## config.mk

```make
export PLATFORM = sky130hd
export DESIGN_NAME = dio_front_end
export DESIGN_NICKNAME = d
export VERILOG_FILES = /design/src/include/dio_pkg.sv /design/src/verilog/dio_front_end.sv
export SDC_FILE = /design/constraint.sdc
export NUM_CORES = 2
export LEC_CHECK = 0
export BUFFER_PORTS_ARGS = -buffer_cell sky130_fd_sc_hd__buf_2
export CELL_PAD_IN_SITES_DETAIL_PLACEMENT = 0
export CELL_PAD_IN_SITES_GLOBAL_PLACEMENT = 2
export CORE_ASPECT_RATIO = 1.4
export CORE_MARGIN = 8
export CORE_UTILIZATION = 33
export CTS_CLUSTER_SIZE = 24
export DETAILED_ROUTE_END_ITERATION = 10
export PLACE_DENSITY = 0.74
export SLEW_MARGIN = 20
export SYNTH_ARGS = -nofsm -noshare
export SYNTH_HDL_FRONTEND = slang
export SYNTH_SLANG_ARGS = --single-unit
```

## constraint.sdc

```tcl
create_clock -name clk -period 4.6 [get_ports clk]
set_clock_uncertainty 0.15 [all_clocks]
set_input_delay 0.23 -clock clk [delete_from_list [all_inputs] [get_ports clk]]
set_output_delay 0.23 -clock clk [all_outputs]
set_load 0.05 [all_outputs]
```

## src/include/dio_pkg.sv

```systemverilog
/*
 * Shared constants for the digital input/output and counter front end:
 * peripheral addresses, pin roles, mode encodings and filter timing.
 * Assumes a single 25 MHz clock; all users import the whole package.
 */
// Notes on behaviour
// - Fast inputs raise interrupt on chosen edge
// - Third input byte never raises interrupts
// - Only diagnostic event: hardware interrupt lost
// - Delay filter setting shared per four inputs
// - 0.1ms code honoured, others give 0.35ms
// - Counters and plain I/O run together
// - Counter inputs stay readable as input bits
// - Counter-owned outputs ignore program writes
// - Three counters: continuous, single, periodic modes
// - Counting up to 30kHz, all counters alike
// - Each counter value is one double word
// - End value up, start value down
// - Gate, latch, compare, hysteresis, interrupt per counter
// - Counter pins from bits 0.0-1.0, latches 1.4-1.6
// - Counter outputs drive output bits 0.0-0.2
// - Output indicators follow outputs; fault indicator separate
// - Without configuration default addresses are used
// - Input bytes at 124, 125, 126
// - Output bytes at 124, 125
// - Counter values at 768, 772, 776
package dio_pkg;

	////////////////////////////////////////////////////////////////////////////
	// Sizes
	localparam int NUM_IN      = 24;            // Input pins, three bytes
	localparam int NUM_IRQ_IN  = 16;            // Inputs that may raise events
	localparam int NUM_OUT     = 16;            // Output pins, two bytes
	localparam int NUM_CH      = 3;             // Counter channels
	localparam int GROUP_SIZE  = 4;             // Inputs sharing one delay code
	localparam int NUM_GROUP   = NUM_IN / GROUP_SIZE;
	localparam int ADDR_W      = 10;            // Peripheral byte address width

	////////////////////////////////////////////////////////////////////////////
	// Peripheral addresses (byte addresses)
	localparam logic [ADDR_W-1:0] IN_ADDR_LOW   = 10'h07c;
	localparam logic [ADDR_W-1:0] IN_ADDR_MID   = 10'h07d;
	localparam logic [ADDR_W-1:0] IN_ADDR_HIGH  = 10'h07e;
	localparam logic [ADDR_W-1:0] OUT_ADDR_LOW  = 10'h07c;
	localparam logic [ADDR_W-1:0] OUT_ADDR_HIGH = 10'h07d;
	localparam logic [ADDR_W-1:0] CNT0_ADDR     = 10'h300;
	localparam logic [ADDR_W-1:0] CNT1_ADDR     = 10'h304;
	localparam logic [ADDR_W-1:0] CNT2_ADDR     = 10'h308;
	localparam logic [ADDR_W-1:0] CNT_SPARE_ADDR = 10'h30c;

	////////////////////////////////////////////////////////////////////////////
	// Reset values
	localparam logic [7:0]  OUT_RESET = 8'h00;
	localparam logic [31:0] CNT_RESET = 32'h0000_0000;

	////////////////////////////////////////////////////////////////////////////
	// Counter pin roles: pulse, direction, gate in strides of three
	localparam int CH_PIN_STRIDE  = 3;
	localparam int PULSE_PIN_OFS  = 0;
	localparam int DIR_PIN_OFS    = 1;
	localparam int GATE_PIN_OFS   = 2;
	localparam int LATCH_PIN_BASE = 12;         // Input bit 1.4

	////////////////////////////////////////////////////////////////////////////
	// Encodings
	typedef enum logic [1:0] {
		CNT_CONT   = 2'b00,                     // Free running
		CNT_SINGLE = 2'b01,                     // Stops after one pass
		CNT_PERIOD = 2'b10                      // Reloads and keeps going
	} dio_cnt_mode_e;

	localparam logic [1:0] DIR_NONE = 2'b00;    // No main direction
	localparam logic [1:0] DIR_UP   = 2'b01;
	localparam logic [1:0] DIR_DOWN = 2'b10;

	localparam logic [1:0] CMP_NONE = 2'b00;    // Output is a plain output
	localparam logic [1:0] CMP_GE   = 2'b01;    // Set while value >= compare
	localparam logic [1:0] CMP_LE   = 2'b10;    // Set while value <= compare

	localparam logic [2:0] DLY_CODE_FAST = 3'h1; // Code selecting the 0.1ms delay

	typedef enum logic [1:0] {
		ST_IDLE = 2'b00,                        // Gate closed
		ST_RUN  = 2'b01,                        // Counting
		ST_DONE = 2'b10                         // Single pass finished
	} dio_cnt_state_e;

	////////////////////////////////////////////////////////////////////////////
	// Timing
	localparam int CLK_PERIOD_NS = 40;
	localparam int DLY_SHORT_NS  = 100000;      // 0.1 ms
	localparam int DLY_LONG_NS   = 350000;      // 0.35 ms
	localparam int DLY_SHORT_CYC = (DLY_SHORT_NS + CLK_PERIOD_NS - 1) / CLK_PERIOD_NS;
	localparam int DLY_LONG_CYC  = (DLY_LONG_NS + CLK_PERIOD_NS - 1) / CLK_PERIOD_NS;

endpackage

```

## src/verilog/dio_front_end.sv

```systemverilog
/*
 * Digital input/output front end with three counter channels.
 * Holds pin synchronisers, delay filters, edge events, the counters,
 * output muxing and the peripheral read/write port.
 * Assumes pins are asynchronous to clk and the program side is on clk.
 */
`timescale 1ns/1ns
module dio_front_end
	import dio_pkg::*;
#(
	parameter int LONG_CYC = DLY_LONG_CYC        // Long filter count, shortened in sim
)(
	input  wire logic                      clk,
	input  wire logic                      nrst,
	input  wire logic                      ce,
	input  wire logic [NUM_IN-1:0]         inPin,
	input  wire logic                      overloadPin,
	output logic [NUM_OUT-1:0]             outPin,
	output logic [NUM_IN-1:0]              inLed,
	output logic [NUM_OUT-1:0]             outLed,
	output logic                           faultLed,
	input  wire logic                      perRd,
	input  wire logic                      perWr,
	input  wire logic [ADDR_W-1:0]         perAddr,
	input  wire logic [7:0]                perWdata,
	output logic [31:0]                    perRdata,
	output logic                           perRdValid,
	input  wire logic [NUM_IRQ_IN-1:0]     riseIrqEn,
	input  wire logic [NUM_IRQ_IN-1:0]     fallIrqEn,
	input  wire logic [NUM_GROUP-1:0][2:0] delayCode,
	input  wire logic [NUM_CH-1:0][1:0]    cntMode,
	input  wire logic [NUM_CH-1:0][1:0]    mainDir,
	input  wire logic [NUM_CH-1:0]         dirInvert,
	input  wire logic [NUM_CH-1:0][31:0]   limitValue,
	input  wire logic [NUM_CH-1:0][31:0]   cmpValue,
	input  wire logic [NUM_CH-1:0][1:0]    cmpMode,
	input  wire logic [NUM_CH-1:0][15:0]   hystValue,
	input  wire logic [NUM_CH-1:0]         hwGateUse,
	input  wire logic [NUM_CH-1:0]         swGate,
	input  wire logic [NUM_CH-1:0]         cntIrqEn,
	output logic [NUM_CH-1:0][31:0]        latchValue,
	output logic                           hwIrq,
	output logic [NUM_IRQ_IN+NUM_CH-1:0]   hwIrqSrc,
	input  wire logic                      irqAck,
	output logic                           irqLost
);

	localparam int FW = $clog2(LONG_CYC + 1);  // Filter counter width
	localparam int NEV = NUM_IRQ_IN + NUM_CH;  // Event sources

	////////////////////////////////////////////////////////////////////////////
	// Pin synchronisers
	logic [NUM_IN-1:0] syncA;                  // First stage, read only by syncB
	logic [NUM_IN-1:0] syncB;                  // Usable pin levels
	logic [NUM_IN-1:0] syncPrev;               // Previous usable levels
	logic              ovlA;                   // Overload first stage
	logic              ovlB;                   // Overload usable level

	// Two flops per pin before any logic looks at it
	always_ff @(posedge clk or negedge nrst) begin
		if (!nrst) begin
			syncA    <= '0;
			syncB    <= '0;
			syncPrev <= '0;
			ovlA     <= 1'b0;
			ovlB     <= 1'b0;
		end else if (ce) begin
			syncA    <= inPin;
			syncB    <= syncA;
			syncPrev <= syncB;
			ovlA     <= overloadPin;
			ovlB     <= ovlA;
		end
	end

	////////////////////////////////////////////////////////////////////////////
	// Input delay filters
	logic [NUM_IN-1:0] filt;                   // Filtered input levels
	logic [NUM_IN-1:0] filtPrev;               // Filtered levels one cycle back
	logic [NUM_IN-1:0] next_filt;

	genvar gi;
	generate
		for (gi = 0; gi < NUM_IN; gi++) begin : g_filt
			logic [FW-1:0] cnt;                // Cycles the new level has held
			logic [FW-1:0] next_cnt;
			logic [FW-1:0] thr;                // Cycles needed to accept it

			// One code per group of four; only the fast code is honoured
			always_comb begin
				thr = (delayCode[gi / GROUP_SIZE] == DLY_CODE_FAST) ?
					FW'(DLY_SHORT_CYC) : FW'(LONG_CYC);
				next_cnt      = '0;
				next_filt[gi] = filt[gi];
				if (syncB[gi] != filt[gi]) begin
					if (cnt + 1'b1 >= thr) begin
						next_filt[gi] = syncB[gi];
					end else begin
						next_cnt = cnt + 1'b1;
					end
				end
			end

			// Counter only; a bounce restarts the wait from zero
			always_ff @(posedge clk or negedge nrst) begin
				if (!nrst) begin
					cnt <= '0;
				end else if (ce) begin
					cnt <= next_cnt;
				end
			end
		end
	endgenerate

	// Filtered levels and their history
	always_ff @(posedge clk or negedge nrst) begin
		if (!nrst) begin
			filt     <= '0;
			filtPrev <= '0;
		end else if (ce) begin
			filt     <= next_filt;
			filtPrev <= filt;
		end
	end

	////////////////////////////////////////////////////////////////////////////
	// Counter channels
	logic [NUM_CH-1:0][31:0] cntValue;         // Live counter values
	logic [NUM_CH-1:0]       cmpOut;           // Comparison output levels
	logic [NUM_CH-1:0]       cntEvent;         // Comparison became true, enabled

	genvar gc;
	generate
		for (gc = 0; gc < NUM_CH; gc++) begin : g_cnt
			localparam int PP = gc * CH_PIN_STRIDE + PULSE_PIN_OFS;
			localparam int DP = gc * CH_PIN_STRIDE + DIR_PIN_OFS;
			localparam int GP = gc * CH_PIN_STRIDE + GATE_PIN_OFS;
			localparam int LP = LATCH_PIN_BASE + gc;

			dio_cnt_state_e state;
			dio_cnt_state_e next_state;
			logic [31:0]    next_value;
			logic           hwOpen;            // Pin gate opened by rising edge
			logic           next_hwOpen;
			logic           next_cmp;
			logic [31:0]    next_latch;
			logic           iGate;             // Internal gate
			logic           pulse;             // Count edge seen
			logic           down;              // Count direction is down
			logic           wrap;              // Range end passed this step
			logic [32:0]    valExt;
			logic [32:0]    cmpExt;

			// Raw synchronised pins; the delay filter would eat 30 kHz pulses
			assign pulse = syncB[PP] & ~syncPrev[PP];
			assign down  = syncB[DP] ^ dirInvert[gc];
			assign iGate = swGate[gc] & (~hwGateUse[gc] | hwOpen);
			assign valExt = {1'b0, cntValue[gc]};
			assign cmpExt = {1'b0, cmpValue[gc]};

			// Counting, gate and latch next values
			always_comb begin
				next_state  = state;
				next_value  = cntValue[gc];
				next_latch  = latchValue[gc];
				wrap        = 1'b0;
				next_hwOpen = hwOpen;
				// Pin gate opens on 0-1, closes on 1-0
				if (syncB[GP] & ~syncPrev[GP]) begin
					next_hwOpen = 1'b1;
				end else if (~syncB[GP] & syncPrev[GP]) begin
					next_hwOpen = 1'b0;
				end
				unique case (state)
					ST_IDLE: begin
						// Limited modes restart their range when the gate opens
						if (iGate) begin
							next_state = ST_RUN;
							if (cntMode[gc] != CNT_CONT) begin
								next_value = (mainDir[gc] == DIR_DOWN) ?
									limitValue[gc] : CNT_RESET;
							end
						end
					end
					ST_RUN: begin
						if (!iGate) begin
							next_state = ST_IDLE;
						end else if (pulse) begin
							if (cntMode[gc] == CNT_CONT) begin
								next_value = down ? cntValue[gc] - 32'h1 :
									cntValue[gc] + 32'h1;
							end else if (mainDir[gc] == DIR_DOWN) begin
								// Start value down to one, then reload
								if (!down) begin
									if (cntValue[gc] < limitValue[gc]) begin
										next_value = cntValue[gc] + 32'h1;
									end
								end else if (cntValue[gc] <= 32'h1) begin
									next_value = limitValue[gc];
									wrap       = 1'b1;
								end else begin
									next_value = cntValue[gc] - 32'h1;
								end
							end else begin
								// Zero up to end value minus one, then reload
								if (down) begin
									if (cntValue[gc] != 32'h0) begin
										next_value = cntValue[gc] - 32'h1;
									end
								end else if (cntValue[gc] + 32'h1 >= limitValue[gc]) begin
									next_value = CNT_RESET;
									wrap       = 1'b1;
								end else begin
									next_value = cntValue[gc] + 32'h1;
								end
							end
							// Single mode stops after its one pass
							if (wrap && cntMode[gc] == CNT_SINGLE) begin
								next_state = ST_DONE;
							end
						end
					end
					ST_DONE: begin
						if (!iGate) begin
							next_state = ST_IDLE;
						end
					end
					default: begin
						next_state = ST_IDLE;
					end
				endcase
				// Latch pin stores the value on its rising edge
				if (syncB[LP] & ~syncPrev[LP]) begin
					next_latch = cntValue[gc];
				end
			end

			// Comparison with hysteresis against the released side
			always_comb begin
				next_cmp = cmpOut[gc];
				unique case (cmpMode[gc])
					CMP_GE: begin
						if (valExt >= cmpExt) begin
							next_cmp = 1'b1;
						end else if (valExt + {17'h0, hystValue[gc]} < cmpExt) begin
							next_cmp = 1'b0;
						end
					end
					CMP_LE: begin
						if (valExt <= cmpExt) begin
							next_cmp = 1'b1;
						end else if (valExt > cmpExt + {17'h0, hystValue[gc]}) begin
							next_cmp = 1'b0;
						end
					end
					default: begin
						next_cmp = 1'b0;
					end
				endcase
			end

			// Counter channel registers
			always_ff @(posedge clk or negedge nrst) begin
				if (!nrst) begin
					state          <= ST_IDLE;
					cntValue[gc]   <= CNT_RESET;
					latchValue[gc] <= CNT_RESET;
					hwOpen         <= 1'b0;
					cmpOut[gc]     <= 1'b0;
				end else if (ce) begin
					state          <= next_state;
					cntValue[gc]   <= next_value;
					latchValue[gc] <= next_latch;
					hwOpen         <= next_hwOpen;
					cmpOut[gc]     <= next_cmp;
				end
			end

			// Event when the comparison turns true
			assign cntEvent[gc] = next_cmp & ~cmpOut[gc] & cntIrqEn[gc];
		end
	endgenerate

	////////////////////////////////////////////////////////////////////////////
	// Hardware interrupt events
	logic [NUM_IRQ_IN-1:0] edgeEvent;          // Enabled filtered edges
	logic [NEV-1:0]        allEvent;
	logic                  next_hwIrq;
	logic [NEV-1:0]        next_src;
	logic                  next_lost;

	// Only the low two bytes, and only after the filter
	assign edgeEvent = (filt[NUM_IRQ_IN-1:0] & ~filtPrev[NUM_IRQ_IN-1:0] & riseIrqEn) |
		(~filt[NUM_IRQ_IN-1:0] & filtPrev[NUM_IRQ_IN-1:0] & fallIrqEn);
	assign allEvent  = {cntEvent, edgeEvent};

	// A new event wins over an acknowledge in the same cycle
	always_comb begin
		next_hwIrq = hwIrq;
		next_src   = hwIrqSrc;
		next_lost  = 1'b0;
		if (|allEvent) begin
			if (hwIrq && !irqAck) begin
				next_lost = 1'b1;
				next_src  = hwIrqSrc | allEvent;
			end else begin
				next_src  = allEvent;
			end
			next_hwIrq = 1'b1;
		end else if (irqAck) begin
			next_hwIrq = 1'b0;
			next_src   = '0;
		end
	end

	// Interrupt registers
	always_ff @(posedge clk or negedge nrst) begin
		if (!nrst) begin
			hwIrq    <= 1'b0;
			hwIrqSrc <= '0;
			irqLost  <= 1'b0;
		end else if (ce) begin
			hwIrq    <= next_hwIrq;
			hwIrqSrc <= next_src;
			irqLost  <= next_lost;
		end
	end

	////////////////////////////////////////////////////////////////////////////
	// Output bytes and indicators
	logic [NUM_OUT-1:0] outReg;                // Program written output image
	logic [NUM_OUT-1:0] next_outReg;
	logic [NUM_OUT-1:0] ownMask;               // Bits taken by counters
	logic [NUM_OUT-1:0] cntDrive;              // Counter levels on their bits
	logic [NUM_OUT-1:0] next_outPin;

	// Channel c owns output bit c while a comparison mode is chosen
	always_comb begin
		ownMask  = '0;
		cntDrive = '0;
		for (int c = 0; c < NUM_CH; c++) begin
			ownMask[c]  = (cmpMode[c] != CMP_NONE);
			cntDrive[c] = cmpOut[c];
		end
	end

	// Writes reach only bits the counters do not own
	always_comb begin
		next_outReg = outReg;
		if (perWr && perAddr == OUT_ADDR_LOW) begin
			next_outReg[7:0] = (perWdata & ~ownMask[7:0]) |
				(outReg[7:0] & ownMask[7:0]);
		end else if (perWr && perAddr == OUT_ADDR_HIGH) begin
			next_outReg[15:8] = perWdata;
		end
		next_outPin = (next_outReg & ~ownMask) | (cntDrive & ownMask);
	end

	// Output pins, indicators and output image
	always_ff @(posedge clk or negedge nrst) begin
		if (!nrst) begin
			outReg   <= {OUT_RESET, OUT_RESET};
			outPin   <= {OUT_RESET, OUT_RESET};
			faultLed <= 1'b0;
		end else if (ce) begin
			outReg   <= next_outReg;
			outPin   <= next_outPin;
			faultLed <= ovlB;
		end
	end

	// Indicators follow the levels actually driven and seen
	assign outLed = outPin;
	assign inLed  = filt;

	////////////////////////////////////////////////////////////////////////////
	// Peripheral read port
	logic [31:0] next_rdata;
	logic        next_rdValid;

	// Fixed default map; unmapped addresses read as zero
	always_comb begin
		next_rdValid = perRd;
		next_rdata   = '0;
		if (perRd) begin
			unique case (perAddr)
				IN_ADDR_LOW:  next_rdata = {24'h0, filt[7:0]};
				IN_ADDR_MID:  next_rdata = {24'h0, filt[15:8]};
				IN_ADDR_HIGH: next_rdata = {24'h0, filt[23:16]};
				CNT0_ADDR:    next_rdata = cntValue[0];
				CNT1_ADDR:    next_rdata = cntValue[1];
				CNT2_ADDR:    next_rdata = cntValue[2];
				default:      next_rdata = '0;
			endcase
		end
	end

	// Read answer one cycle after the strobe
	always_ff @(posedge clk or negedge nrst) begin
		if (!nrst) begin
			perRdata   <= '0;
			perRdValid <= 1'b0;
		end else if (ce) begin
			perRdata   <= next_rdata;
			perRdValid <= next_rdValid;
		end
	end

endmodule // dio_front_end

```

# Word level (Yosys, flattened, before mapping)
# Cells that the tools add are included.
[word_totals]
inputBits = 369
out_inout_bits = 207
elab_cells = 544
ff_bits = 732
[classes]
n_reduce_logical = 67
n_addsub = 36
n_bitwise = 61
order_cmp = 45
muxes = 177
n_eq_ne = 81
[op_table]
columns = ["operator", "count"]
rows = [
  ["2-to-1 mux 32 bit", 43],
  ["2-to-1 mux 14 bit", 54],
  ["adder 14 x 1 -> 14 bit, second input constant", 24],
  ["greater-or-equal comparator 14 bit", 24],
  ["adder 32 x 16 -> 33 bit", 6],
  ["greater-or-equal comparator 32 bit", 6],
  ["case mux 32 bit (2 select lines)", 3],
  ["case mux 32 bit (6 select lines)", 1],
  ["> comparator 32 x 33 -> 1 bit", 3],
  ["less-than comparator 33 x 32 -> 1 bit", 3],
  ["adder 32 x 1 -> 32 bit, second input constant", 3],
  ["less-or-equal comparator 32 x 1 -> 1 bit, second input constant", 3],
  ["less-or-equal comparator 32 bit", 3],
  ["less-than comparator 32 bit", 3],
  ["nonzero test 32 bit", 3],
  ["subtractor 32 x 1 -> 32 bit, second input constant", 3],
  ["AND 16 bit", 5],
  ["AND reduction 3 bit", 24],
  ["2-to-1 mux 19 bit", 3],
  ["2-to-1 mux 1 bit", 49],
  ["NOT 16 bit", 2],
  ["== test 10 bit, second input constant", 3],
  ["== test 10 x 7 -> 1 bit, second input constant", 3],
  ["2-to-1 mux 2 bit", 15],
  ["31 further kinds", 178],
]

# Depth between registers and ports, before layout
[depth]
depth_word = 14
ltp_mapped = 25

# Worst setup path before layout
# Ideal clock, no wire load.
[synth_path]
kind = "register to register"
startpoint = "register cntValue[4] in the netlist's numbering"
endpoint = "register cntValue[6] in the netlist's numbering"
path_stages_with_launch = 19
arrival_ns = 4.836
slack_ns = -0.511
setup_ns = 0.125
path_cell_list = "dfrtp_1 > clkbuf_1 > inv_1 > nor4_1 > and4_1 > clkbuf_1 > and4_1 > xor2_1 > ha_1 > nand4_1 > nor3_1 > nand2_1 > a2111oi_0 > o21ai_0 > and2_1 > clkbuf_1 > a211o_1 > a32o_1 > mux2_2"
[synth_between]
elab_chain_cells = 9
[synth_rtl]
columns = ["element", "line_no", "text"]
rows = [
  ["from (decl)", "dio_front_end.sv:128", "logic [NUM_CH-1:0][31:0] cntValue;"],
  ["from (signal, indexed assignment)", "dio_front_end.sv:272", "cntValue[gc] <= next_value;"],
  ["adder 32 x 1 -> 32 bit", "n/a", ""],
  ["greater-or-equal comparator 32 bit", "dio_front_end.sv:210", "end else if (cntValue[gc] + 32'h1 >= limitValue[gc]) begin"],
  ["2-to-1 mux 32 bit", "dio_front_end.sv:210", ""],
  ["2-to-1 mux 32 bit", "dio_front_end.sv:206", "if (down) begin"],
  ["2-to-1 mux 32 bit", "dio_front_end.sv:192", "end else if (mainDir[gc] == DIR_DOWN) begin"],
  ["2-to-1 mux 32 bit", "dio_front_end.sv:189", "if (cntMode[gc] == CNT_CONT) begin"],
  ["2-to-1 mux 32 bit", "dio_front_end.sv:188", "end else if (pulse) begin"],
  ["2-to-1 mux 32 bit", "dio_front_end.sv:186", "if (!iGate) begin"],
  ["case mux 32 bit (2 select lines)", "dio_front_end.sv:174", "unique case (state)"],
]
# Several ways; a longest one is shown, not always the timed one. The select of a mux whose other input is x is not followed.
# A chain may end at the register's enable or synchronous reset.

# Final worst setup path
[layout_path]
startpoint = "register cntValue[64] in the netlist's numbering"
endpoint = "register hwIrqSrc[8]"
[layout_between]
elab_chain_cells = 10
[layout_rtl]
columns = ["element", "line_no", "text"]
rows = [
  ["adder 32 x 16 -> 33 bit", "dio_front_end.sv:245", "end else if (valExt + {17'h0, hystValue[gc]} < cmpExt) begin"],
  ["less-than comparator 33 x 32 -> 1 bit", "dio_front_end.sv:245", ""],
  ["2-to-1 mux 1 bit", "dio_front_end.sv:245", ""],
  ["2-to-1 mux 1 bit", "dio_front_end.sv:243", "if (valExt >= cmpExt) begin"],
  ["case mux 1 bit (2 select lines) (*)", "dio_front_end.sv:241", "unique case (cmpMode[gc])"],
  ["AND 1 bit (*) (2 in series)", "dio_front_end.sv:280", "assign cntEvent[gc] = next_cmp & ~cmpOut[gc] & cntIrqEn[gc];"],
  ["OR reduction 19 bit (*)", "dio_front_end.sv:302", "if (|allEvent) begin"],
  ["nonzero test 2 bit (no source line)", "n/a", ""],
  ["AND reduction 2 bit (no source line)", "n/a", ""],
  ["to (signal assigned)", "dio_front_end.sv:324", "hwIrqSrc <= next_src;"],
  ["to (decl)", "dio_front_end.sv:43", "output logic [NUM_IRQ_IN+NUM_CH-1:0] hwIrqSrc,"],
]
# Every way passes the cells marked *; elsewhere a longest branch is shown, timed or not.

==> run_results.csv <==
group,metric,value,unit
outcome,violations,"negative setup slack",
sta,maxSlewViolCount,0,
yosys,ys.flop_type,"dfrtp_1",
place,placed_cells,11100,
yosys,async_reset_ff_frac,1.00,
floorplanning,rows,192,
sta,holdWs,23.3,ps
routing,vias,63400,
yosys,syn_nets,8722,
yosys,synth_edf_count,0,
global_route,grt_pass1_vias,64100,
floorplanning,initial_core_util,0.331,
sta,fin_crit,4990,ps
floorplanning,die_x,390,µm
worst_setup_path,cp_data_arrival_time,5510,ps
global_route,antenna_found_initial,49,
routing,drtPass1Iterations,6,
place,port-buffer-count,575,
yosys,yosysSeqAreaShare,0.277,
sta,fmax,200,MHz
worst_setup_path,r2r-end,"hwIrqSrc[8]",
global_route,grt_use_met3,0.0408,
yosys,ys_ff_latch,713,
yosys,postSynthCellCount,7510,
sta,tightest_slew,1070,ps
sta,setup-violations-final,52,
sta,hold_viol_final,0,
clocking,numClockSinks,713,
yosys,yosysTopAreaCell,"dfrtp_1",
yosys,netlist_area,0.0645,mm²
routing,wire_per_inst,23.6,µm
global_route,use_met2,0.425,
floorplanning,dieArea,0.210,mm²
global_route,gr-total-overflow,0,
yosys,synth-xor-area-share,0.0815,
global_route,grt_usage,0.249,
pwr,power.leakage,39.6,nW
yosys,synth_mux_area_frac,0.0461,
min_path,hold_class,"in -> async",
worst_setup_path,startpoint,"cntValue[64]",
global_route,grt_pass1_wl,405,mm
worst_setup_path,critPathKind,"reg -> reg",
routing,wl,273,mm
floorplanning,core_area,0.195,mm²
place,hpwl,215,mm
pwr,power,36.1,mW
yosys,synth_top_family_by_area,"compound AO/OA/AOI/OAI gates",
yosys,synth_fa_ha_area_frac,0.164,
finish,nFillCells,19600,
finish,syn_to_final_growth,27.3,%
job,drv_cap,0,
clocking,cts_inserted_buffers,89,
clocking,insertion_delay,740,ps
outcome,outcome,"finished with violations",
clocking,clkTransAtPathRegs,60,ps
sta,fin_crit_sh,1.09,
place,place_congestion,0.963,
routing,drc_errors,0,
worst_setup_path,r2r-start,"cntValue[64]",
yosys,netlist-cell-type-count,99,
yosys,synth_top_area_share,0.277,
finish,layoutNonFillerInstCount,11600,
worst_setup_path,startpoint_type,"register",
sta,slew_headroom,0.287,
global_route,use_met1,0.310,
yosys,synthSimpleGateAreaFrac,0.179,
worst_setup_path,reg2reg_depth,22,
worst_setup_path,cp_max_fo,8,
clocking,cts.path.max_buffers,3,
yosys,yosys-top-cells-area,"dfrtp_1 28%, ha_1 16%, xnor2_1 4.6%",
global_route,grt_max_degree,150,
routing,drtAntennaViolNets,0,
finish,nets,10000,
floorplanning,die_h,539,µm
pwr,worst_ir_drop_vdd,0.298,mV
yosys,synth_compound_area_frac,0.208,
global_route,top_usage_layer,"met2",
pwr,cellPowerDensity,440,mW/mm²
yosys,yosys_warnings,0,
sta,worst_slack,-393,ps
clocking,htree_levels,3,
routing,dr.first_iter.drc_count,3976,
worst_setup_path,reg2reg_slack,-390,ps
worst_setup_path,required,5120,ps
sta,final.setup.tns,-9190,ps
finish,drive_gt1_frac,0.232,
clocking,cts_tree,"built",
sta,grt_setup_unrepaired,"true",
clocking,cts_root_buf,"clkbuf_16",
routing,vias_per_cell,5.49,
floorplanning,ios,576,
yosys,postSynthAreaPerCell,8.59,µm²
worst_setup_path,critPathCaptureType,"register",
## worst max-delay path: stages (launching register included)
cell and delay (ps):
dfrtp_2 430, ha_4 170, fa_2 370, a211oi_4 290, buf_4 140, buf_4 90
buf_4 90, o21bai_1 60, a21oi_1 190, xnor2_1 90, ha_1 210, a211oi_1 170
o21ai_0 290, a221o_1 420, o21ai_1 130, buf_4 140, a31oi_1 80, or3_4 390
a41o_1 230, o311ai_4 290, buf_4 180, buf_12 150, a22o_1 140
## logic make-up (layout without fill, tap and decap cells)
family / count (synthesis) / count (layout)
AND/OR/NAND/NOR: 2364 / 2365
AO/OA/AOI/OAI: 2014 / 2014
other: 0 / 27
XOR/XNOR: 599 / 599
buffers and inverters: 705 / 2099
multiplexers: 271 / 271
flip-flops: 713 / 713
adder cells (fa/ha/maj): 844 / 844
## metal layers
layer | up-vias | routed length, µm
li1 | 30200 | -
met1 | 30800 | 115000
met2 | 1800 | 129000
met3 | 518 | 15500
met4 | 44 | 12700
met5 | - | 291
## per-stage QoR
stage,util,area [µm²],worst slack (ps)
after floorplan,-,64700,-43.6
after global placement,0.386,75200,-1480
after detailed placement,0.386,75200,-1310
after CTS,0.417,81200,-441
after global routing,0.421,82000,-580
final,0.421,82100,-393
## placed cells by master, fill, tap and decap left out, drive strengths merged, types with 207 or more instances in the layout
master and instances:
nand2 706, ha 837, buf 1408, inv 343, dfrtp 713, nor2 465, xor2 257, xnor2 342
a21oi 396, o21ai 565, nand3 288, mux2 207
## layout make-up
| cell class | instances | area [µm²] | area share |
|---|---|---|---|
| timing repair buffer | 1597 | 11400 | 0.138 |
| inverter | 341 | 1290 | 0.0157 |
| clock buffer | 123 | 2500 | 0.0305 |
| tap | 2619 | 3280 | 0.0399 |
| antenna | 27 | 67.6 | 0.000823 |
| clock inverter | 38 | 538 | 0.00655 |
| multi-input combinational | 6093 | 45200 | 0.551 |
| sequential | 713 | 17800 | 0.217 |
## synthesized netlist by cell type, types with 22 or more instances
library cell	n
a21bo_2	24
and3_1	143
nand3_1	288
nand3b_1	40
inv_1	339
a21o_1	173
a21oi_1	395
nor2b_1	49
mux2_2	207
mux2i_1	64
nand2b_1	108
nor3_1	166
a22o_1	60
o21bai_1	25
or3_1	42
a211oi_1	76
nor2_1	464
ha_1	837
and4_1	27
a22oi_1	41
a31oi_1	50
o21ai_0	557
o31ai_1	61
clkbuf_1	284
nor4_1	63
nand2_1	706
dfrtp_1	713
o21a_1	49
xor2_1	256
nand4_1	143
o41ai_1	46
or2_2	34
buf_4	38
o22ai_1	24
o2bb2ai_1	144
a21boi_0	22
o211ai_1	48
a221oi_1	23
xnor2_1	342
## worst max path at each step
stage	to	slack [ps]	cells after the start
finish	hwIrqSrc[8]	-390	22
global route	hwIrqSrc[8]	-580	22
CTS	hwIrqSrc[0]	-440	24
detailed placement	hwIrqSrc[5]	-1310	26
global placement	hwIrqSrc[4]	-1480	26
floorplan	hwIrqSrc[10]	-40	22
## state kept, by name (all words and copies together), names as in the netlist, 3 cells and up
| name | count |
|---|---|
| cmpOut | 3 |
| cntValue | 96 |
| filtPrev | 16 |
| g_cnt.hwOpen | 3 |
| g_cnt.state | 6 |
| g_filt.cnt | 336 |
| hwIrqSrc | 19 |
| inLed | 24 |
| latchValue | 96 |
| outLed | 16 |
| outReg | 3 |
| perRdata | 32 |
| syncA | 24 |
| syncB | 24 |
| syncPrev | 9 |
## power by group
| part | leakage (nW) | total (mW) | internal [mW] | switching (mW) |
|---|---|---|---|---|
| Clock | 1.47 | 7.51 | 4.25 | 3.26 |
| Sequential | 9.50 | 8.34 | 7.29 | 1.05 |
| Combinational | 28.6 | 20.3 | 7.98 | 12.3 |
| Total | 39.6 | 36.1 | 19.5 | 16.6 |
## what timing repair did
action / CTS / global route
setup buffers: 63 / 32
resized for setup: 135 / 157
endpoints found under the hold margin: 404 / 0
pin swaps: 84 / 106
setup endpoints to repair: 120 / 119
gates cloned: 1 / 2
hold buffers: 189 / 0
Note: power is estimated with default switching activity, not from simulation.
